## src/inc/lsr_params.svh

```systemverilog
// constants of the light sensor register block
// What this block does
// primary configuration resets to shutdown value
// host writes both configuration registers together
// integration code selects 3.125 to 400 ms
// single-shot enable stops continuous conversion
// trigger starts one measurement and self-clears on the same edge that starts it
// interrupt enable gates threshold interrupt
// reference powerdown bit, default one
// channel powerdown stops both channels
// quarter photodiode select for both channels
// gain code selects one, two, 0.66, 0.5
// persistence code selects 1, 2, 4, 8
// host sets post power-up bit when ready
// upper threshold at 0x04 and 0x05
// lower threshold at 0x06 and 0x07
// light result read-only at 0x10, 0x11
// infrared result read-only at 0x12, 0x13
// identity high byte: package, address, version
// status bit 3 flags single-shot done
// status bit 2 flags below-window event
// status bit 1 flags above-window event
// eight-bit command code selects the register
// results held and readable while shut down
// status read clears flags, releases interrupt
// persistence counter of consecutive out-of-window results
`ifndef LSR_PARAMS_SVH
`define LSR_PARAMS_SVH

// ----------------------------------------------------------------
// command codes
// ----------------------------------------------------------------
`define LSR_CMD_CONF_PRIMARY 8'h00
`define LSR_CMD_CONF_SECONDARY 8'h01
`define LSR_CMD_UPPER_LOW 8'h04
`define LSR_CMD_UPPER_HIGH 8'h05
`define LSR_CMD_LOWER_LOW 8'h06
`define LSR_CMD_LOWER_HIGH 8'h07
`define LSR_CMD_LIGHT_LOW 8'h10
`define LSR_CMD_LIGHT_HIGH 8'h11
`define LSR_CMD_IR_LOW 8'h12
`define LSR_CMD_IR_HIGH 8'h13
`define LSR_CMD_ID_LOW 8'h14
`define LSR_CMD_ID_HIGH 8'h15
`define LSR_CMD_EVENT_FLAGS 8'h17

// ----------------------------------------------------------------
// reset values and fields
// ----------------------------------------------------------------
`define LSR_CONF_PRIMARY_RST 8'h01
`define LSR_CONF_SECONDARY_RST 8'h00
`define LSR_WORD_RST 16'h0000
`define LSR_IT_MSB 6
`define LSR_IT_LSB 4
`define LSR_AF_BIT 3
`define LSR_TRIG_BIT 2
`define LSR_INTEN_BIT 1
`define LSR_REFPD_BIT 0
`define LSR_CHPD_BIT 7
`define LSR_PDQ_BIT 6
`define LSR_GAIN_MSB 4
`define LSR_GAIN_LSB 3
`define LSR_PERS_MSB 2
`define LSR_PERS_LSB 1
`define LSR_CAL_BIT 0
`define LSR_FLAG_DONE_BIT 3
`define LSR_FLAG_BELOW_BIT 2
`define LSR_FLAG_ABOVE_BIT 1
`define LSR_BUS_ADDR_A 7'h29
`define LSR_BUS_ADDR_B 7'h10
`define LSR_ADDR_OPT_A 2'b00
`define LSR_ADDR_OPT_B 2'b01
`define LSR_PACKAGE_CODE 2'b00

// ----------------------------------------------------------------
// timing
// ----------------------------------------------------------------
`define LSR_CLK_PERIOD_NS 100
`define LSR_INTEG_BASE_NS 3125000
`define LSR_INTEG_BASE_CYCLES \
	((`LSR_INTEG_BASE_NS + `LSR_CLK_PERIOD_NS - 1) / `LSR_CLK_PERIOD_NS)

`endif

```

## src/inc/lsr_pkg.sv

```systemverilog
// types of the light sensor register block
package lsr_pkg;

	typedef enum logic [3:0] {
		LSR_BUS_IDLE = 4'h0,
		LSR_BUS_ADDR = 4'h1,
		LSR_BUS_ACK_ADDR = 4'h2,
		LSR_BUS_CMD = 4'h3,
		LSR_BUS_ACK_CMD = 4'h4,
		LSR_BUS_WRITE = 4'h5,
		LSR_BUS_ACK_WRITE = 4'h6,
		LSR_BUS_READ = 4'h7,
		LSR_BUS_READ_ACK = 4'h8
	} lsr_bus_state_type;

	typedef enum logic [1:0] {
		LSR_MEAS_IDLE = 2'b00,
		LSR_MEAS_INTEG = 2'b01
	} lsr_meas_state_type;

endpackage : lsr_pkg

```

## src/rtl/lsr_top.sv

```systemverilog
// light sensor register block: serial slave, configuration, results and events
`timescale 1ns/100ps
`include "lsr_params.svh"

module lsr_top
	import lsr_pkg::*;
#(
	parameter logic [6:0] BUS_ADDR = `LSR_BUS_ADDR_A,
	parameter logic [7:0] IDENTITY_CODE = 8'h5a, // arbitrary value
	parameter logic [3:0] VERSION_CODE = 4'h2, // arbitrary value
	parameter int INTEG_BASE_CYCLES = `LSR_INTEG_BASE_CYCLES
) (
	input wire logic sys_clk_i,
	input wire logic rst_i,
	input wire logic scl_i,
	input wire logic sda_i,
	output logic sda_o,
	output logic sda_oe_n_o,
	output logic int_o,
	output logic int_oe_n_o,
	input wire logic [15:0] light_sample_i,
	input wire logic [15:0] ir_sample_i,
	output logic measure_active_o,
	output logic [2:0] integration_time_sel_o,
	output logic reference_powerdown_o,
	output logic channels_powerdown_o,
	output logic photodiode_quarter_sel_o,
	output logic [1:0] gain_sel_o,
	output logic post_powerup_set_bit_o
);

	// ----------------------------------------------------------------
	// pin synchronisers and bus events
	// ----------------------------------------------------------------
	logic scl_meta_reg, scl_sync_reg, scl_prev_reg;
	logic sda_meta_reg, sda_sync_reg, sda_prev_reg;

	always_ff @(posedge sys_clk_i or posedge rst_i) begin
		if (rst_i) begin
			scl_meta_reg <= 1'b1;
			scl_sync_reg <= 1'b1;
			scl_prev_reg <= 1'b1;
			sda_meta_reg <= 1'b1;
			sda_sync_reg <= 1'b1;
			sda_prev_reg <= 1'b1;
		end else begin
			scl_meta_reg <= scl_i;
			scl_sync_reg <= scl_meta_reg;
			scl_prev_reg <= scl_sync_reg;
			sda_meta_reg <= sda_i;
			sda_sync_reg <= sda_meta_reg;
			sda_prev_reg <= sda_sync_reg;
		end
	end

	logic scl_rise, scl_fall, start_det, stop_det;
	assign scl_rise = scl_sync_reg & ~scl_prev_reg;
	assign scl_fall = ~scl_sync_reg & scl_prev_reg;
	assign start_det = scl_sync_reg & scl_prev_reg & sda_prev_reg & ~sda_sync_reg;
	assign stop_det = scl_sync_reg & scl_prev_reg & ~sda_prev_reg & sda_sync_reg;

	// ----------------------------------------------------------------
	// register storage
	// ----------------------------------------------------------------
	logic [7:0] conf_primary_reg, conf_secondary_reg;
	logic [15:0] upper_threshold_reg, lower_threshold_reg;
	logic [15:0] light_result_reg, infrared_result_reg;
	logic single_shot_done_flag_reg, below_window_flag_reg, above_window_flag_reg;
	logic wr_pulse;
	logic [7:0] wr_cmd, wr_data;
	logic flags_read_pulse;
	logic trig_clear_pulse;
	logic result_pulse, below_now, above_now, persist_hit;

	function automatic logic [7:0] read_mux(input logic [7:0] cmd);
		logic [7:0] val;
		val = 8'h00;
		case (cmd)
			`LSR_CMD_CONF_PRIMARY: val = conf_primary_reg;
			`LSR_CMD_CONF_SECONDARY: val = conf_secondary_reg;
			`LSR_CMD_UPPER_LOW: val = upper_threshold_reg[7:0];
			`LSR_CMD_UPPER_HIGH: val = upper_threshold_reg[15:8];
			`LSR_CMD_LOWER_LOW: val = lower_threshold_reg[7:0];
			`LSR_CMD_LOWER_HIGH: val = lower_threshold_reg[15:8];
			`LSR_CMD_LIGHT_LOW: val = light_result_reg[7:0];
			`LSR_CMD_LIGHT_HIGH: val = light_result_reg[15:8];
			`LSR_CMD_IR_LOW: val = infrared_result_reg[7:0];
			`LSR_CMD_IR_HIGH: val = infrared_result_reg[15:8];
			`LSR_CMD_ID_LOW: val = IDENTITY_CODE;
			`LSR_CMD_ID_HIGH: begin
				val[7:6] = `LSR_PACKAGE_CODE;
				val[5:4] = (BUS_ADDR == `LSR_BUS_ADDR_B) ? `LSR_ADDR_OPT_B
					: `LSR_ADDR_OPT_A;
				val[3:0] = VERSION_CODE;
			end
			`LSR_CMD_EVENT_FLAGS: begin
				val[`LSR_FLAG_DONE_BIT] = single_shot_done_flag_reg;
				val[`LSR_FLAG_BELOW_BIT] = below_window_flag_reg;
				val[`LSR_FLAG_ABOVE_BIT] = above_window_flag_reg;
			end
			default: val = 8'h00;
		endcase
		return val;
	endfunction : read_mux

	// host writes; the trigger bit is cleared by the engine unless rewritten
	always_ff @(posedge sys_clk_i or posedge rst_i) begin
		if (rst_i) begin
			conf_primary_reg <= `LSR_CONF_PRIMARY_RST;
			conf_secondary_reg <= `LSR_CONF_SECONDARY_RST;
			upper_threshold_reg <= `LSR_WORD_RST;
			lower_threshold_reg <= `LSR_WORD_RST;
		end else if (wr_pulse) begin
			case (wr_cmd)
				`LSR_CMD_CONF_PRIMARY: conf_primary_reg <= wr_data;
				`LSR_CMD_CONF_SECONDARY: conf_secondary_reg <= wr_data;
				`LSR_CMD_UPPER_LOW: upper_threshold_reg[7:0] <= wr_data;
				`LSR_CMD_UPPER_HIGH: upper_threshold_reg[15:8] <= wr_data;
				`LSR_CMD_LOWER_LOW: lower_threshold_reg[7:0] <= wr_data;
				`LSR_CMD_LOWER_HIGH: lower_threshold_reg[15:8] <= wr_data;
				default: ;
			endcase
		end else if (trig_clear_pulse) begin
			conf_primary_reg[`LSR_TRIG_BIT] <= 1'b0;
		end
	end

	logic [2:0] it_sel;
	logic af_en, trig_bit, int_en, ref_pd, ch_pd;
	logic [1:0] pers_sel;
	assign it_sel = conf_primary_reg[`LSR_IT_MSB:`LSR_IT_LSB];
	assign af_en = conf_primary_reg[`LSR_AF_BIT];
	assign trig_bit = conf_primary_reg[`LSR_TRIG_BIT];
	assign int_en = conf_primary_reg[`LSR_INTEN_BIT];
	assign ref_pd = conf_primary_reg[`LSR_REFPD_BIT];
	assign ch_pd = conf_secondary_reg[`LSR_CHPD_BIT];
	assign pers_sel = conf_secondary_reg[`LSR_PERS_MSB:`LSR_PERS_LSB];

	assign integration_time_sel_o = it_sel;
	assign reference_powerdown_o = ref_pd;
	assign channels_powerdown_o = ch_pd;
	assign photodiode_quarter_sel_o = conf_secondary_reg[`LSR_PDQ_BIT];
	assign gain_sel_o = conf_secondary_reg[`LSR_GAIN_MSB:`LSR_GAIN_LSB];
	assign post_powerup_set_bit_o = conf_secondary_reg[`LSR_CAL_BIT];

	// ----------------------------------------------------------------
	// serial slave
	// ----------------------------------------------------------------
	lsr_bus_state_type bus_state_reg;
	logic [3:0] bit_cnt_reg;
	logic [7:0] rx_reg, tx_reg, ptr_reg;
	logic rw_reg, sda_low_reg, master_nack_reg;
	logic wr_pulse_reg, flags_read_reg;
	logic [7:0] wr_cmd_reg, wr_data_reg;
	logic [7:0] rd_byte;

	always_comb begin
		rd_byte = read_mux(ptr_reg);
	end

	assign wr_pulse = wr_pulse_reg;
	assign wr_cmd = wr_cmd_reg;
	assign wr_data = wr_data_reg;
	assign flags_read_pulse = flags_read_reg;

	always_ff @(posedge sys_clk_i or posedge rst_i) begin
		if (rst_i) begin
			bus_state_reg <= LSR_BUS_IDLE;
			bit_cnt_reg <= 4'h0;
			rx_reg <= 8'h00;
			tx_reg <= 8'h00;
			ptr_reg <= 8'h00;
			rw_reg <= 1'b0;
			sda_low_reg <= 1'b0;
			master_nack_reg <= 1'b0;
			wr_pulse_reg <= 1'b0;
			wr_cmd_reg <= 8'h00;
			wr_data_reg <= 8'h00;
			flags_read_reg <= 1'b0;
		end else begin
			wr_pulse_reg <= 1'b0;
			flags_read_reg <= 1'b0;
			if (start_det) begin
				bus_state_reg <= LSR_BUS_ADDR;
				bit_cnt_reg <= 4'h0;
				sda_low_reg <= 1'b0;
			end else if (stop_det) begin
				bus_state_reg <= LSR_BUS_IDLE;
				sda_low_reg <= 1'b0;
			end else if (scl_rise) begin
				case (bus_state_reg)
					LSR_BUS_ADDR, LSR_BUS_CMD, LSR_BUS_WRITE: begin
						rx_reg <= {rx_reg[6:0], sda_sync_reg};
						bit_cnt_reg <= bit_cnt_reg + 4'h1;
					end
					LSR_BUS_READ_ACK: master_nack_reg <= sda_sync_reg;
					default: ;
				endcase
			end else if (scl_fall) begin
				case (bus_state_reg)
					LSR_BUS_ADDR: begin
						if (bit_cnt_reg == 4'h8) begin
							if (rx_reg[7:1] == BUS_ADDR) begin
								bus_state_reg <= LSR_BUS_ACK_ADDR;
								rw_reg <= rx_reg[0];
								sda_low_reg <= 1'b1;
							end else begin
								bus_state_reg <= LSR_BUS_IDLE;
							end
						end
					end
					LSR_BUS_ACK_ADDR: begin
						if (rw_reg) begin
							tx_reg <= rd_byte;
							sda_low_reg <= ~rd_byte[7];
							flags_read_reg <= (ptr_reg == `LSR_CMD_EVENT_FLAGS);
							ptr_reg <= ptr_reg + 8'h01;
							bit_cnt_reg <= 4'h1;
							bus_state_reg <= LSR_BUS_READ;
						end else begin
							sda_low_reg <= 1'b0;
							bit_cnt_reg <= 4'h0;
							bus_state_reg <= LSR_BUS_CMD;
						end
					end
					LSR_BUS_CMD: begin
						if (bit_cnt_reg == 4'h8) begin
							ptr_reg <= rx_reg;
							sda_low_reg <= 1'b1;
							bus_state_reg <= LSR_BUS_ACK_CMD;
						end
					end
					LSR_BUS_ACK_CMD, LSR_BUS_ACK_WRITE: begin
						sda_low_reg <= 1'b0;
						bit_cnt_reg <= 4'h0;
						bus_state_reg <= LSR_BUS_WRITE;
					end
					LSR_BUS_WRITE: begin
						if (bit_cnt_reg == 4'h8) begin
							wr_pulse_reg <= 1'b1;
							wr_cmd_reg <= ptr_reg;
							wr_data_reg <= rx_reg;
							ptr_reg <= ptr_reg + 8'h01;
							sda_low_reg <= 1'b1;
							bus_state_reg <= LSR_BUS_ACK_WRITE;
						end
					end
					LSR_BUS_READ: begin
						if (bit_cnt_reg == 4'h8) begin
							sda_low_reg <= 1'b0;
							bus_state_reg <= LSR_BUS_READ_ACK;
						end else begin
							tx_reg <= {tx_reg[6:0], 1'b0};
							sda_low_reg <= ~tx_reg[6];
							bit_cnt_reg <= bit_cnt_reg + 4'h1;
						end
					end
					LSR_BUS_READ_ACK: begin
						if (master_nack_reg) begin
							bus_state_reg <= LSR_BUS_IDLE;
						end else begin
							tx_reg <= rd_byte;
							sda_low_reg <= ~rd_byte[7];
							flags_read_reg <= (ptr_reg == `LSR_CMD_EVENT_FLAGS);
							ptr_reg <= ptr_reg + 8'h01;
							bit_cnt_reg <= 4'h1;
							bus_state_reg <= LSR_BUS_READ;
						end
					end
					default: bus_state_reg <= LSR_BUS_IDLE;
				endcase
			end
		end
	end

	assign sda_o = 1'b0;
	assign sda_oe_n_o = ~sda_low_reg;

	// ----------------------------------------------------------------
	// measurement engine
	// ----------------------------------------------------------------
	lsr_meas_state_type meas_state_reg;
	logic [31:0] integ_cnt_reg;
	logic [31:0] integ_len;
	logic running;

	assign running = ~ref_pd & ~ch_pd;
	assign integ_len = 32'(INTEG_BASE_CYCLES) << it_sel;
	assign result_pulse = (meas_state_reg == LSR_MEAS_INTEG) && running
		&& (integ_cnt_reg == integ_len - 32'd1);
	assign trig_clear_pulse = (meas_state_reg == LSR_MEAS_IDLE) && running
		&& af_en && trig_bit && ~wr_pulse;
	assign measure_active_o = (meas_state_reg == LSR_MEAS_INTEG);

	always_ff @(posedge sys_clk_i or posedge rst_i) begin
		if (rst_i) begin
			meas_state_reg <= LSR_MEAS_IDLE;
			integ_cnt_reg <= 32'd0;
		end else begin
			case (meas_state_reg)
				LSR_MEAS_IDLE: begin
					integ_cnt_reg <= 32'd0;
					if (running && (~af_en || trig_clear_pulse)) begin
						meas_state_reg <= LSR_MEAS_INTEG;
					end
				end
				LSR_MEAS_INTEG: begin
					if (~running) begin
						meas_state_reg <= LSR_MEAS_IDLE;
						integ_cnt_reg <= 32'd0;
					end else if (result_pulse) begin
						integ_cnt_reg <= 32'd0;
						if (af_en) begin
							meas_state_reg <= LSR_MEAS_IDLE;
						end
					end else begin
						integ_cnt_reg <= integ_cnt_reg + 32'd1;
					end
				end
				default: meas_state_reg <= LSR_MEAS_IDLE;
			endcase
		end
	end

	// results change only at the end of a measurement, so they hold while shut down
	always_ff @(posedge sys_clk_i or posedge rst_i) begin
		if (rst_i) begin
			light_result_reg <= `LSR_WORD_RST;
			infrared_result_reg <= `LSR_WORD_RST;
		end else if (result_pulse) begin
			light_result_reg <= light_sample_i;
			infrared_result_reg <= ir_sample_i;
		end
	end

	// ----------------------------------------------------------------
	// persistence and event flags
	// ----------------------------------------------------------------
	logic [3:0] persist_cnt_reg;
	logic persist_dir_above_reg;
	logic [3:0] persist_need;
	logic [3:0] persist_cnt_next;

	assign above_now = light_sample_i > upper_threshold_reg;
	assign below_now = light_sample_i < lower_threshold_reg;
	assign persist_need = 4'h1 << pers_sel;
	assign persist_cnt_next = ((above_now != persist_dir_above_reg)
		|| (persist_cnt_reg == 4'h0)) ? 4'h1 : persist_cnt_reg + 4'h1;
	assign persist_hit = result_pulse && (above_now || below_now)
		&& (persist_cnt_next >= persist_need);

	always_ff @(posedge sys_clk_i or posedge rst_i) begin
		if (rst_i) begin
			persist_cnt_reg <= 4'h0;
			persist_dir_above_reg <= 1'b0;
		end else if (result_pulse) begin
			if (above_now || below_now) begin
				persist_dir_above_reg <= above_now;
				persist_cnt_reg <= persist_hit ? 4'h0 : persist_cnt_next;
			end else begin
				persist_cnt_reg <= 4'h0;
			end
		end
	end

	// a set in the same cycle as the clearing read wins
	always_ff @(posedge sys_clk_i or posedge rst_i) begin
		if (rst_i) begin
			single_shot_done_flag_reg <= 1'b0;
			below_window_flag_reg <= 1'b0;
			above_window_flag_reg <= 1'b0;
		end else begin
			if (result_pulse && af_en) begin
				single_shot_done_flag_reg <= 1'b1;
			end else if (flags_read_pulse) begin
				single_shot_done_flag_reg <= 1'b0;
			end
			if (persist_hit && int_en && below_now) begin
				below_window_flag_reg <= 1'b1;
			end else if (flags_read_pulse) begin
				below_window_flag_reg <= 1'b0;
			end
			if (persist_hit && int_en && above_now) begin
				above_window_flag_reg <= 1'b1;
			end else if (flags_read_pulse) begin
				above_window_flag_reg <= 1'b0;
			end
		end
	end

	// open-drain interrupt pulled low while a threshold flag stands and interrupt enable is set
	assign int_o = 1'b0;
	assign int_oe_n_o = ~(int_en & (below_window_flag_reg | above_window_flag_reg));

endmodule : lsr_top

```

## config.mk

```make
export PLATFORM = sky130hd
export DESIGN_NAME = lsr_top
export DESIGN_NICKNAME = d
export VERILOG_FILES = /design/src/inc/lsr_pkg.sv /design/src/rtl/lsr_top.sv
export VERILOG_INCLUDE_DIRS = /design/src /design/src/inc
export SDC_FILE = /design/constraint.sdc
export NUM_CORES = 1
export LEC_CHECK = 0
export BUFFER_PORTS_ARGS = -buffer_cell sky130_fd_sc_hd__clkbuf_2
export CAP_MARGIN = 20
export CORE_MARGIN = 2
export CORE_UTILIZATION = 42
export DETAILED_ROUTE_END_ITERATION = 12
export SYNTH_ARGS = -nofsm -noshare
export SYNTH_HDL_FRONTEND = slang
export SYNTH_SLANG_ARGS = --single-unit
```

## constraint.sdc

```tcl
create_clock -name sys_clk_i -period 12.9 [get_ports sys_clk_i]
set_input_delay 1.935 -clock sys_clk_i [delete_from_list [all_inputs] [get_ports sys_clk_i]]
set_output_delay 1.935 -clock sys_clk_i [all_outputs]
set_load 0.01 [all_outputs]
```

Word level (Yosys, flattened, before mapping)
Cells that the tools add are included.
W data, S select, Z words.

word-level totals
  word-level logic and storage cells = 247
  output and inout port bits = 14
  bits of input ports = 36
  bits in registers = 180

operators by class
  muxes and demuxes = 75
  equal/unequal tests = 51
  bitwise gates (word level) = 25
  reductions and logical operators = 52
  shifts and indexed selects = 2
  $add $sub $neg = 5
  magnitude comparators = 3

operators by type and width
  cell                     number
  $mux W4                  18
  $eq A8 B3 Y1 const B     8
  $mux W32                 2
  $pmux W32 S2             1
  $eq A8 B5 Y1 const B     7
  $pmux W4 S11             1
  $pmux W3 S13             1
  $add A32 B1 Y32 const B  1
  $eq A32 B32 Y1           1
  $mux W8                  4
  $ne A4 B4 Y1 const B     8
  $pmux W8 S4              1
  $shl A15 B3 Y32 const A  1
  $sub A32 B1 Y32 const B  1
  $mux W1                  29
  $pmux W4 S7              1
  $mux W7                  3
  $pmux W7 S3              1
  $reduce_and A6 Y1        3
  $eq A4 B3 Y1 const B     4
  $eq A8 B1 Y1 const B     2
  $gt A16 B16 Y1           1
  $logic_not A8 Y1         2
  $lt A16 B16 Y1           1
  other kinds (42)         111

Logic depth before layout (Yosys ltp)
Gate-level depths: netlist of the first run.

  depth after elaboration = 10
  gate-level depth with buffers = 18
  gate-level depth less buffers = 18

Least setup slack after synthesis of the first run
Ideal clock, no wire load.

  path kind = input -> register
  from = in light_sample_i[11]
  to = reg persist_cnt_reg[0]
  setup slack = 7.905 ns
  setup time = 0.064 ns
  path buffers = 0
  arrival = 4.930 ns
  cell stages on the path = 17
  path through = ha_1 nand3_1 nor4_1 inv_1 nor3_1 a21oi_1 xnor2_1 nand2_1 nor2_1 ha_1 nand2b_1 a21o_1 a21o_1 a21oi_1 o21ai_0 a311oi_1 a21o_1

on the way
  longest elaborated chain between the ends = 8

ends and longest elaborated chain
  element               RTL line        text
  from (decl)           lsr_top.sv:21   input wire logic [15:0] light_sample_i,
  $gt A16 B16 Y1        lsr_top.sv:344  assign above_now = light_sample_i > upper_threshold_reg;
  $ne A1 B1 Y1          lsr_top.sv:347  assign persist_cnt_next = ((above_now != persist_dir_above_reg)
  $logic_or A1 B1 Y1    lsr_top.sv:348  || (persist_cnt_reg == 4'h0)) ? 4'h1 : persist_cnt_reg + 4'h1;
  $mux W4               lsr_top.sv:348
  $ge A4 B4 Y1          lsr_top.sv:350  && (persist_cnt_next >= persist_need);
  $logic_and A1 B1 Y1   lsr_top.sv:350
  $mux W4               lsr_top.sv:359  persist_cnt_reg <= persist_hit ? 4'h0 : persist_cnt_next;
  $mux W4 *             lsr_top.sv:357  if (above_now || below_now) begin
  to (signal assigned)  lsr_top.sv:359
  to (decl)             lsr_top.sv:339  logic [3:0] persist_cnt_reg;

Every way passes the cells marked *; elsewhere a longest branch is shown, timed or not.
A chain may end at the register's enable or synchronous reset.

Final worst setup path of the first run
  from = in light_sample_i[12]
  to = reg persist_cnt_reg[0]

Same word-level chain as after synthesis.

==> results of run 1 <==
## cell families after synthesis
kind of cell             Yosys count
other                              1
flip-flops                       179
adder cells (fa/ha/maj)           54
AO/OA/AOI/OAI                    226
XOR/XNOR                          59
multiplexers                      93
AND/OR/NAND/NOR                  340
buffers and inverters            118
## stage by stage
step | std cells | instance area (µm²) | power (mW)
2_1_floorplan | 1071 | 10500 | 0.893
3_3_place_gp | 1392 | 11000 | 0.987
3_5_place_dp | 1392 | 11000 | 0.991
4_1_cts | 1424 | 11600 | 1.53
5_1_grt | 1427 | 11600 | 1.59
6_report | 1427 | 11600 | 1.52
## critical path: cells and delay by family
| kind | cells | cell delay (ps) |
|---|---|---|
| xor gates and xnor gates | 1 | 430 |
| AOI/OAI and AO/OA | 7 | 1330 |
| buffers and inverters | 2 | 190 |
| adders and majority gates | 2 | 540 |
| and+or+nand+nor | 6 | 1150 |
## worst max path at each step
| stage | to | slack [ps] |
|---|---|---|
| finish | persist_cnt_reg[0]$_DFFE_PP0P_ | 7680 |
| global route | persist_cnt_reg[0]$_DFFE_PP0P_ | 7400 |
| CTS | persist_cnt_reg[0]$_DFFE_PP0P_ | 7770 |
| detailed placement | persist_cnt_reg[0]$_DFFE_PP0P_ | 7330 |
| global placement | persist_cnt_reg[0]$_DFFE_PP0P_ | 7420 |
| floorplan | above_window_flag_reg$_DFFE_PP0P_ | 6120 |
## cell type report
type / count / area, µm² / share of cell area [%]
Multi-Input combinational cell: 774 / 5540 / 47.7
Sequential cell: 179 / 4490 / 38.6
Clock buffer: 17 / 425 / 3.66
Tap cell: 324 / 405 / 3.49
Timing Repair Buffer: 58 / 358 / 3.08
Inverter: 60 / 233 / 2.00
Clock inverter: 15 / 174 / 1.50
## cells in the mapped netlist, drive strengths merged (4+ instances only)
| master | count |
|---|---|
| nand2b | 18 |
| and3 | 12 |
| o31ai | 4 |
| nor2 | 87 |
| nor2b | 12 |
| buf | 24 |
| o22ai | 13 |
| o211ai | 4 |
| a222oi | 8 |
| nand2 | 84 |
| nor4 | 14 |
| o21ai | 58 |
| dfrtp | 172 |
| nor3b | 4 |
| a31oi | 7 |
| a22oi | 17 |
| clkbuf | 34 |
| or2 | 4 |
| a211oi | 7 |
| and2 | 4 |
| inv | 60 |
| nand3b | 6 |
| xnor2 | 30 |
| or3 | 4 |
| a21o | 11 |
| ha | 54 |
| or4 | 6 |
| a21oi | 54 |
| a221oi | 13 |
| dfstp | 7 |
| nor4b | 4 |
| nand4 | 15 |
| mux2 | 86 |
| xor2 | 29 |
| nand3 | 39 |
| nor3 | 13 |
| mux2i | 7 |
## power breakdown
| part | total (mW) | internal, mW | switching [mW] |
|---|---|---|---|
| combinational | 0.308 | 0.117 | 0.191 |
| clock | 0.533 | 0.292 | 0.241 |
| sequential | 0.681 | 0.608 | 0.0731 |
## layout by cell type (no fill, tap or decap), types with 5 or more instances in the layout
master | netlist | routed
a211oi_1 | 7 | 6
a21o_1 | 11 | 11
a21oi_1 | 54 | 54
a221oi_1 | 12 | 12
a222oi_1 | 8 | 8
a22oi_1 | 17 | 17
a31oi_1 | 7 | 7
and3_1 | 12 | 12
buf_4 | 10 | 8
clkbuf_16 | 0 | 17
clkbuf_2 | 0 | 47
dfrtp_1 | 172 | 172
dfstp_2 | 7 | 7
ha_1 | 54 | 54
inv_1 | 60 | 59
mux2_2 | 65 | 65
mux2_4 | 18 | 18
mux2i_1 | 7 | 7
nand2_1 | 84 | 84
nand2b_1 | 18 | 18
nand3_1 | 39 | 39
nand3b_1 | 6 | 6
nand4_1 | 14 | 14
nor2_1 | 87 | 87
nor2b_1 | 12 | 12
nor3_1 | 13 | 13
nor4_1 | 13 | 12
o21ai_0 | 56 | 56
o22ai_1 | 13 | 13
or4_1 | 5 | 5
xnor2_1 | 30 | 30
xor2_1 | 29 | 29
## routing by layer
metal	track usage, %	wire length [µm]	share of wire, %	vias to the layer above
li1	-	-	-	3877
met1	30.5	13000	48	3974
met2	30.5	11800	44	228
met3	3.95	1340	5.0	36
met4	6.52	646	2.4	0
met5	0	0	0	-
==> impl_metrics.csv, run 1 <==
group,metric,value,unit
synth,synthAdderAreaFrac,6.41,%
synth,synth_edf_count,0,
synth,ys_ff_latch,179,
synth,netlist.top_cell.by_area,"dfrtp_1",
clock_tree,htreeDepth,4,
finish,fillerInstances,2252,
route,drt-initial-drc-count,947,
worst_setup_path,cp_max_fo,7,
synth,synth_compound_area_share,14.0,%
timing,clock_skew,12.8,ps
synth,synthArstFlopShare,100,%
clock_tree,numCtsBuffers,17,
worst_hold_path,hp-class,"reg2reg",
worst_setup_path,crit_top_cell,"a21o_1",
route,drt-total-wl,26800,µm
finish,diodes,0,
synth,synth-xor-area-share,4.90,%
synth,synthSimpleGateAreaFrac,16.5,%
clock_tree,cts-resized-gates,0,
finish,nets,1180,
clock_tree,cts_sinks,179,
timing,hold_violations,0,
grt,grt_pass1_wl,42300,µm
timing,finalSetupTns,0,ps
synth,syn_inst,1070,
worst_setup_path,r2r-start,"conf_primary_reg[5]$_DFFE_PP0P_",
synth,syn_area_per_cell,9.86,µm²
grt,grt_pass1_vias,7609,
placed_design,gp_congestion,0.912,
power_and_ir_drop,p_leak,5.14,nW
floorplan,initial_core_util,43.1,%
timing,clock.fmax,0.192,GHz
floorplan,core_area,24500,µm²
timing,timing.hold.ws,357,ps
timing,setup_viol,0,
worst_setup_path,critical_path.cell_chain,"clkbuf_2 -> ha_1 -> nand3_1 -> nor4_1 -> inv_1 -> nor3_1 -> a21oi_1 -> xnor2_1 -> nand2_1 -> nor2_1 -> ha_1 -> nand2b_1 -> a21o_1 -> a21o_1 -> a21oi_1 -> o21ai_0 -> a311oi_1 -> a21o_1",
worst_setup_path,cp.arrival,5590,ps
synth,synth_warnings,0,
floorplan,row_count,57,
clock_tree,clk_path_buf_depth,2,
clock_tree,clk_latency,430,ps
worst_hold_path,min_path_cells,0,
grt,grtUsageTotal,20.6,%
grt,grt.overflow.total,0,
timing,fin_crit_sh,40.4,%
floorplan,die_h,162,µm
route,vias_per_cell,5.69,
route,drtAntennaViolNets,0,
worst_hold_path,min-delay-start,"scl_meta_reg$_DFF_PP1_",
synth,synth_mux_area_share,10.5,%
worst_setup_path,max_stage_delay,430,ps
worst_setup_path,critPathLaunch,"light_sample_i[12]",
timing,worst_slew_pin_slew,1180,ps
route,drtPass1Iterations,6,
placed_design,port_buffers,47,
route,wl_per_cell,18.8,µm
clock_tree,holdBufCountCts,0,
floorplan,die_area,26400,µm²
finish,layout-drive-gt1-share,17.6,%
synth,synth_top_family_by_area,"simple AND/OR/NAND/NOR gates",
synth,synth.top_cell.area_share,40.8,%
clock_tree,cts_root_buffer,"clkbuf_16",
timing,slew_violations,0,
floorplan,ios,50,
timing,min_period,5220,ps
synth,ys_seq_area_share,42.6,%
timing,worst_slack,7680,ps
worst_setup_path,cp_slowest_cell,"xnor2_1",
synth,synthFlopType,"dfrtp_1",
worst_setup_path,cp-start-kind,"input port",
placed_design,pre_cts_slack,7330,ps
outcome,status,"finished clean",
power_and_ir_drop,pwr_density_cell,131,nW/µm²
grt,grt_max_degree,104,
floorplan,die_x,162,µm
power_and_ir_drop,vdd_drop_max,0.0000937,V
synth,synthTopCellsByArea,"dfrtp_1 (41%), mux2_2 (6.9%), ha_1 (6.4%)",
clock_tree,clk_pin_slew,70,ps
finish,largest_reg_flops,32,
route,post-route-drc-count,0,
timing,maxSlewHeadroom,20.5,%
worst_setup_path,crit_type,"in2reg",
route,vias,8115,
worst_setup_path,cp-end-kind,"flop",
clock_tree,postCtsSetupRepairBufs,0,
job,cap_viol_max_count,0,
placed_design,place_hpwl,19500,µm
worst_setup_path,regToRegEndpoint,"infrared_result_reg[13]$_DFFE_PP0P_",
worst_setup_path,r2r_cells,9,
finish,area_delta_synth_final,10.2,%
timing,rsz0062_at_grt,"no",
synth,syn_area,10500,µm²
worst_setup_path,cp.required,13270,ps
clock_tree,cts_tree,"done",
worst_hold_path,min_to,"scl_sync_reg$_DFF_PP1_",
grt,antenna_found_initial,0,
worst_setup_path,r2r_slack,8270,ps
finish,utilization,47.5,%
synth,synthDistinctLibCells,77,
Power figures use the tool's default switching activity.
==> inputs of run 2 (changes only) <==
--- a/config.mk
+++ b/config.mk
@@ -6,6 +6,7 @@
 export SDC_FILE = /design/constraint.sdc
 export NUM_CORES = 1
 export LEC_CHECK = 0
+export ABC_AREA = 1
 export BUFFER_PORTS_ARGS = -buffer_cell sky130_fd_sc_hd__clkbuf_2
 export CAP_MARGIN = 20
 export CORE_MARGIN = 2
==> constraint.sdc (replaced) <==
create_clock -name sys_clk_i -period 4.91 [get_ports sys_clk_i]
set_input_delay 0.7365 -clock sys_clk_i [delete_from_list [all_inputs] [get_ports sys_clk_i]]
set_output_delay 0.7365 -clock sys_clk_i [all_outputs]
set_load 0.01 [all_outputs]
==> run 2 against run 1 <==
Flip-flop and latch count stayed put. Clock skew hardly changed. Sequential power is 130% higher. Global-route usage is 1.8 points higher. Die area is 0.51% lower. Sequential share of layout area is 0.15 points higher. Register-to-register slack worse by 6600 ps. Critical path depth is 5 lower. Setup slack worse by 6000 ps. Critical path type is now reg2reg. Critical endpoint is now infrared_result_reg[10]$_DFFE_PP0P_. Largest cell class unchanged. Largest power group unchanged.
==> impl_metrics.csv, run 2 <==
group,metric,value,unit
outcome,status,"finished clean",
grt,grt.overflow.total,0,
synth,synth.top_cell.area_share,41.0,%
placed_design,place_hpwl,21700,µm
finish,final_area,11600,µm²
power_and_ir_drop,intPower,2.37,mW
timing,rsz0062_at_grt,"no",
placed_design,gp_congestion,0.904,
clock_tree,clk_latency,440,ps
timing,timing.hold.ws,357,ps
power_and_ir_drop,p_leak,5.47,nW
clock_tree,numCtsBuffers,17,
route,vias_per_cell,5.21,
finish,fillerInstances,2438,
route,drt-initial-drc-count,826,
finish,layout_commonest_cell,"nand2_1",
synth,synth_edf_count,0,
clock_tree,clk_pin_slew,70,ps
synth,ys_seq_area_share,42.8,%
synth,synthSimpleGateAreaFrac,25.0,%
worst_setup_path,crit_type,"reg2reg",
route,top_layer,"met4",
clock_tree,cts_sinks,179,
finish,largest_reg_flops,32,
route,met3_length,1170,µm
power_and_ir_drop,pwr_density_cell,276,nW/µm²
power_and_ir_drop,vdd_drop_max,0.000196,V
finish,layout-drive-gt1-share,7.63,%
worst_setup_path,cp.arrival,3570,ps
power_and_ir_drop,power_frac_seq,49.5,%
route,vias,9200,
worst_hold_path,hp-class,"reg2reg",
synth,synthDistinctLibCells,48,
worst_setup_path,cp-start-kind,"flop",
grt,grt_max_degree,180,
synth,synthTopCellsByArea,"dfrtp_1 (41%), nand2_1 (12%), inv_1 (7.8%)",
placed_design,port_buffers,47,
worst_setup_path,cp.required,5270,ps
grt,grtUsageTotal,22.4,%
grt,grt_pass1_wl,46300,µm
floorplan,initial_core_util,43.0,%
clock_tree,cts-resized-gates,0,
finish,mostFrequentLayoutCells,"nand2_1 (337), inv_1 (218), dfrtp_1 (172)",
route,wl_per_cell,16.2,µm
timing,worst_slew_pin_slew,996,ps
synth,synth_top_family_by_area,"simple AND/OR/NAND/NOR gates",
floorplan,core_area,24400,µm²
finish,nets,1518,
clock_tree,postCtsSetupRepairBufs,0,
route,drtAntennaViolNets,0,
placed_design,dpl-instance-area,11000,µm²
synth,synth_mux_area_share,0,%
floorplan,die_h,162,µm
power_and_ir_drop,pwr-share-comb,6.8,%
timing,fin_crit_sh,65.5,%
worst_setup_path,cp-end-kind,"flop",
power_and_ir_drop,p_clk_share,43.6,%
synth,synth_compound_area_share,13.7,%
synth,synthArstFlopShare,100,%
timing,finalSetupTns,0,ps
timing,clock_skew,13.0,ps
power_and_ir_drop,p_sw,0.821,mW
route,post-route-drc-count,0,
floorplan,die_area,26300,µm²
route,drtPass1Iterations,5,
clock_tree,holdBufCountCts,0,
synth,synthAdderAreaFrac,6.44,%
clock_tree,cts_root_buffer,"clkbuf_16",
power_and_ir_drop,switching_share,25.7,%
floorplan,die_x,162,µm
timing,maxSlewHeadroom,33.6,%
synth,synthFlopType,"dfrtp_1",
route,wl_met2,12700,µm
job,cap_viol_max_count,0,
timing,slew_violations,0,
synth,ys_ff_latch,179,
synth,syn_area,10500,µm²
grt,antenna_found_initial,0,
finish,utilization,47.5,%
floorplan,ios,50,
timing,min_period,3210,ps
clock_tree,cts_tree,"done",
synth,syn_inst,1390,
route,drt-total-wl,28600,µm
synth,syn_area_per_cell,7.55,µm²
synth,synth_warnings,0,
route,wl_met1,14400,µm
synth,netlist.top_cell.by_area,"dfrtp_1",
clock_tree,htreeDepth,4,
clock_tree,clk_path_buf_depth,2,
timing,setup_viol,0,
finish,area_delta_synth_final,10.4,%
synth,synth_most_common_cell,"nand2_1",
floorplan,row_count,57,
timing,hold_violations,0,
worst_setup_path,cp_max_fo,64,
timing,clock.fmax,0.311,GHz
grt,grt_pass1_vias,8540,
synth,ys_top_cells_by_count,"nand2_1 (337), inv_1 (219), dfrtp_1 (172)",
synth,synth-xor-area-share,2.09,%
finish,diodes,0,
## run 2: worst paths after layout
path,startpoint,depth (start not counted),to,slack (ps)
hold / removal,scl_meta_reg$_DFF_PP1_,0,scl_sync_reg$_DFF_PP1_,360
max in group asynchronous,rst_i,3,meas_state_reg[0]$_DFFE_PP0P_,3610
setup / recovery,conf_primary_reg[6]$_DFFE_PP0P_,13,infrared_result_reg[10]$_DFFE_PP0P_,1700
hold reg to reg,scl_meta_reg$_DFF_PP1_,0,scl_sync_reg$_DFF_PP1_,360
min in group asynchronous,rst_i,3,wr_cmd[6]$_DFFE_PP0P_,560
setup reg to reg,conf_primary_reg[6]$_DFFE_PP0P_,13,infrared_result_reg[10]$_DFFE_PP0P_,1700
## run 2: critical path, stage by stage, from the launching register on
cell and delay (ps):
dfrtp_1 820, inv_4 230, nand2_1 140, o21ai_0 170, nor2_2 240, nand2_1 110, nand2_1 100, nand3_1 70
nand2_1 80, nand4_1 210, nor3_4 170, buf_4 530, nand2_1 120, o21ai_1 100
## run 2: cell families (layout without fill, tap and decap cells)
family,after synthesis,after routing
and+or+nand+nor,616,616
AOI/OAI and AO/OA,261,261
buffers and inverters,254,304
DFF,179,179
adders and majority gates,54,54
xor gates and xnor gates,25,25
other,1,2
## run 2: final cells by class
type / instances / area [µm²] / share of cell area [%]
multi-input combinational: 958 / 4970 / 43.0
sequential: 179 / 4490 / 38.8
inverter: 221 / 836 / 7.22
clock buffer: 20 / 447 / 3.86
tap: 324 / 405 / 3.50
timing repair buffer: 51 / 282 / 2.43
clock inverter: 12 / 146 / 1.26
## run 2: power groups by stage
stage	logic, mW	clock network, mW	registers [mW]
detailed placement	0.220	0	1.61
CTS	0.222	1.43	1.58
global route	0.256	1.48	1.59
global placement	0.218	0	1.61
floorplan	0.153	0	1.59
finish	0.218	1.39	1.58
## run 2: routing by layer
metal | global-route usage (%) | vias to the layer above
met4 | 5.15 | 0
li1 | - | 4605
met2 | 34.4 | 232
met1 | 33.6 | 4343
met5 | 0 | -
met3 | 3.01 | 20
## run 2: per-stage QoR
step,std cells,worst slack (ps),total power [mW]
3_3_place_gp,1732,1520,1.83
6_report,1765,1700,3.20
4_1_cts,1764,1740,3.23
3_5_place_dp,1732,1480,1.83
5_1_grt,1765,1250,3.33
2_1_floorplan,1391,1880,1.74
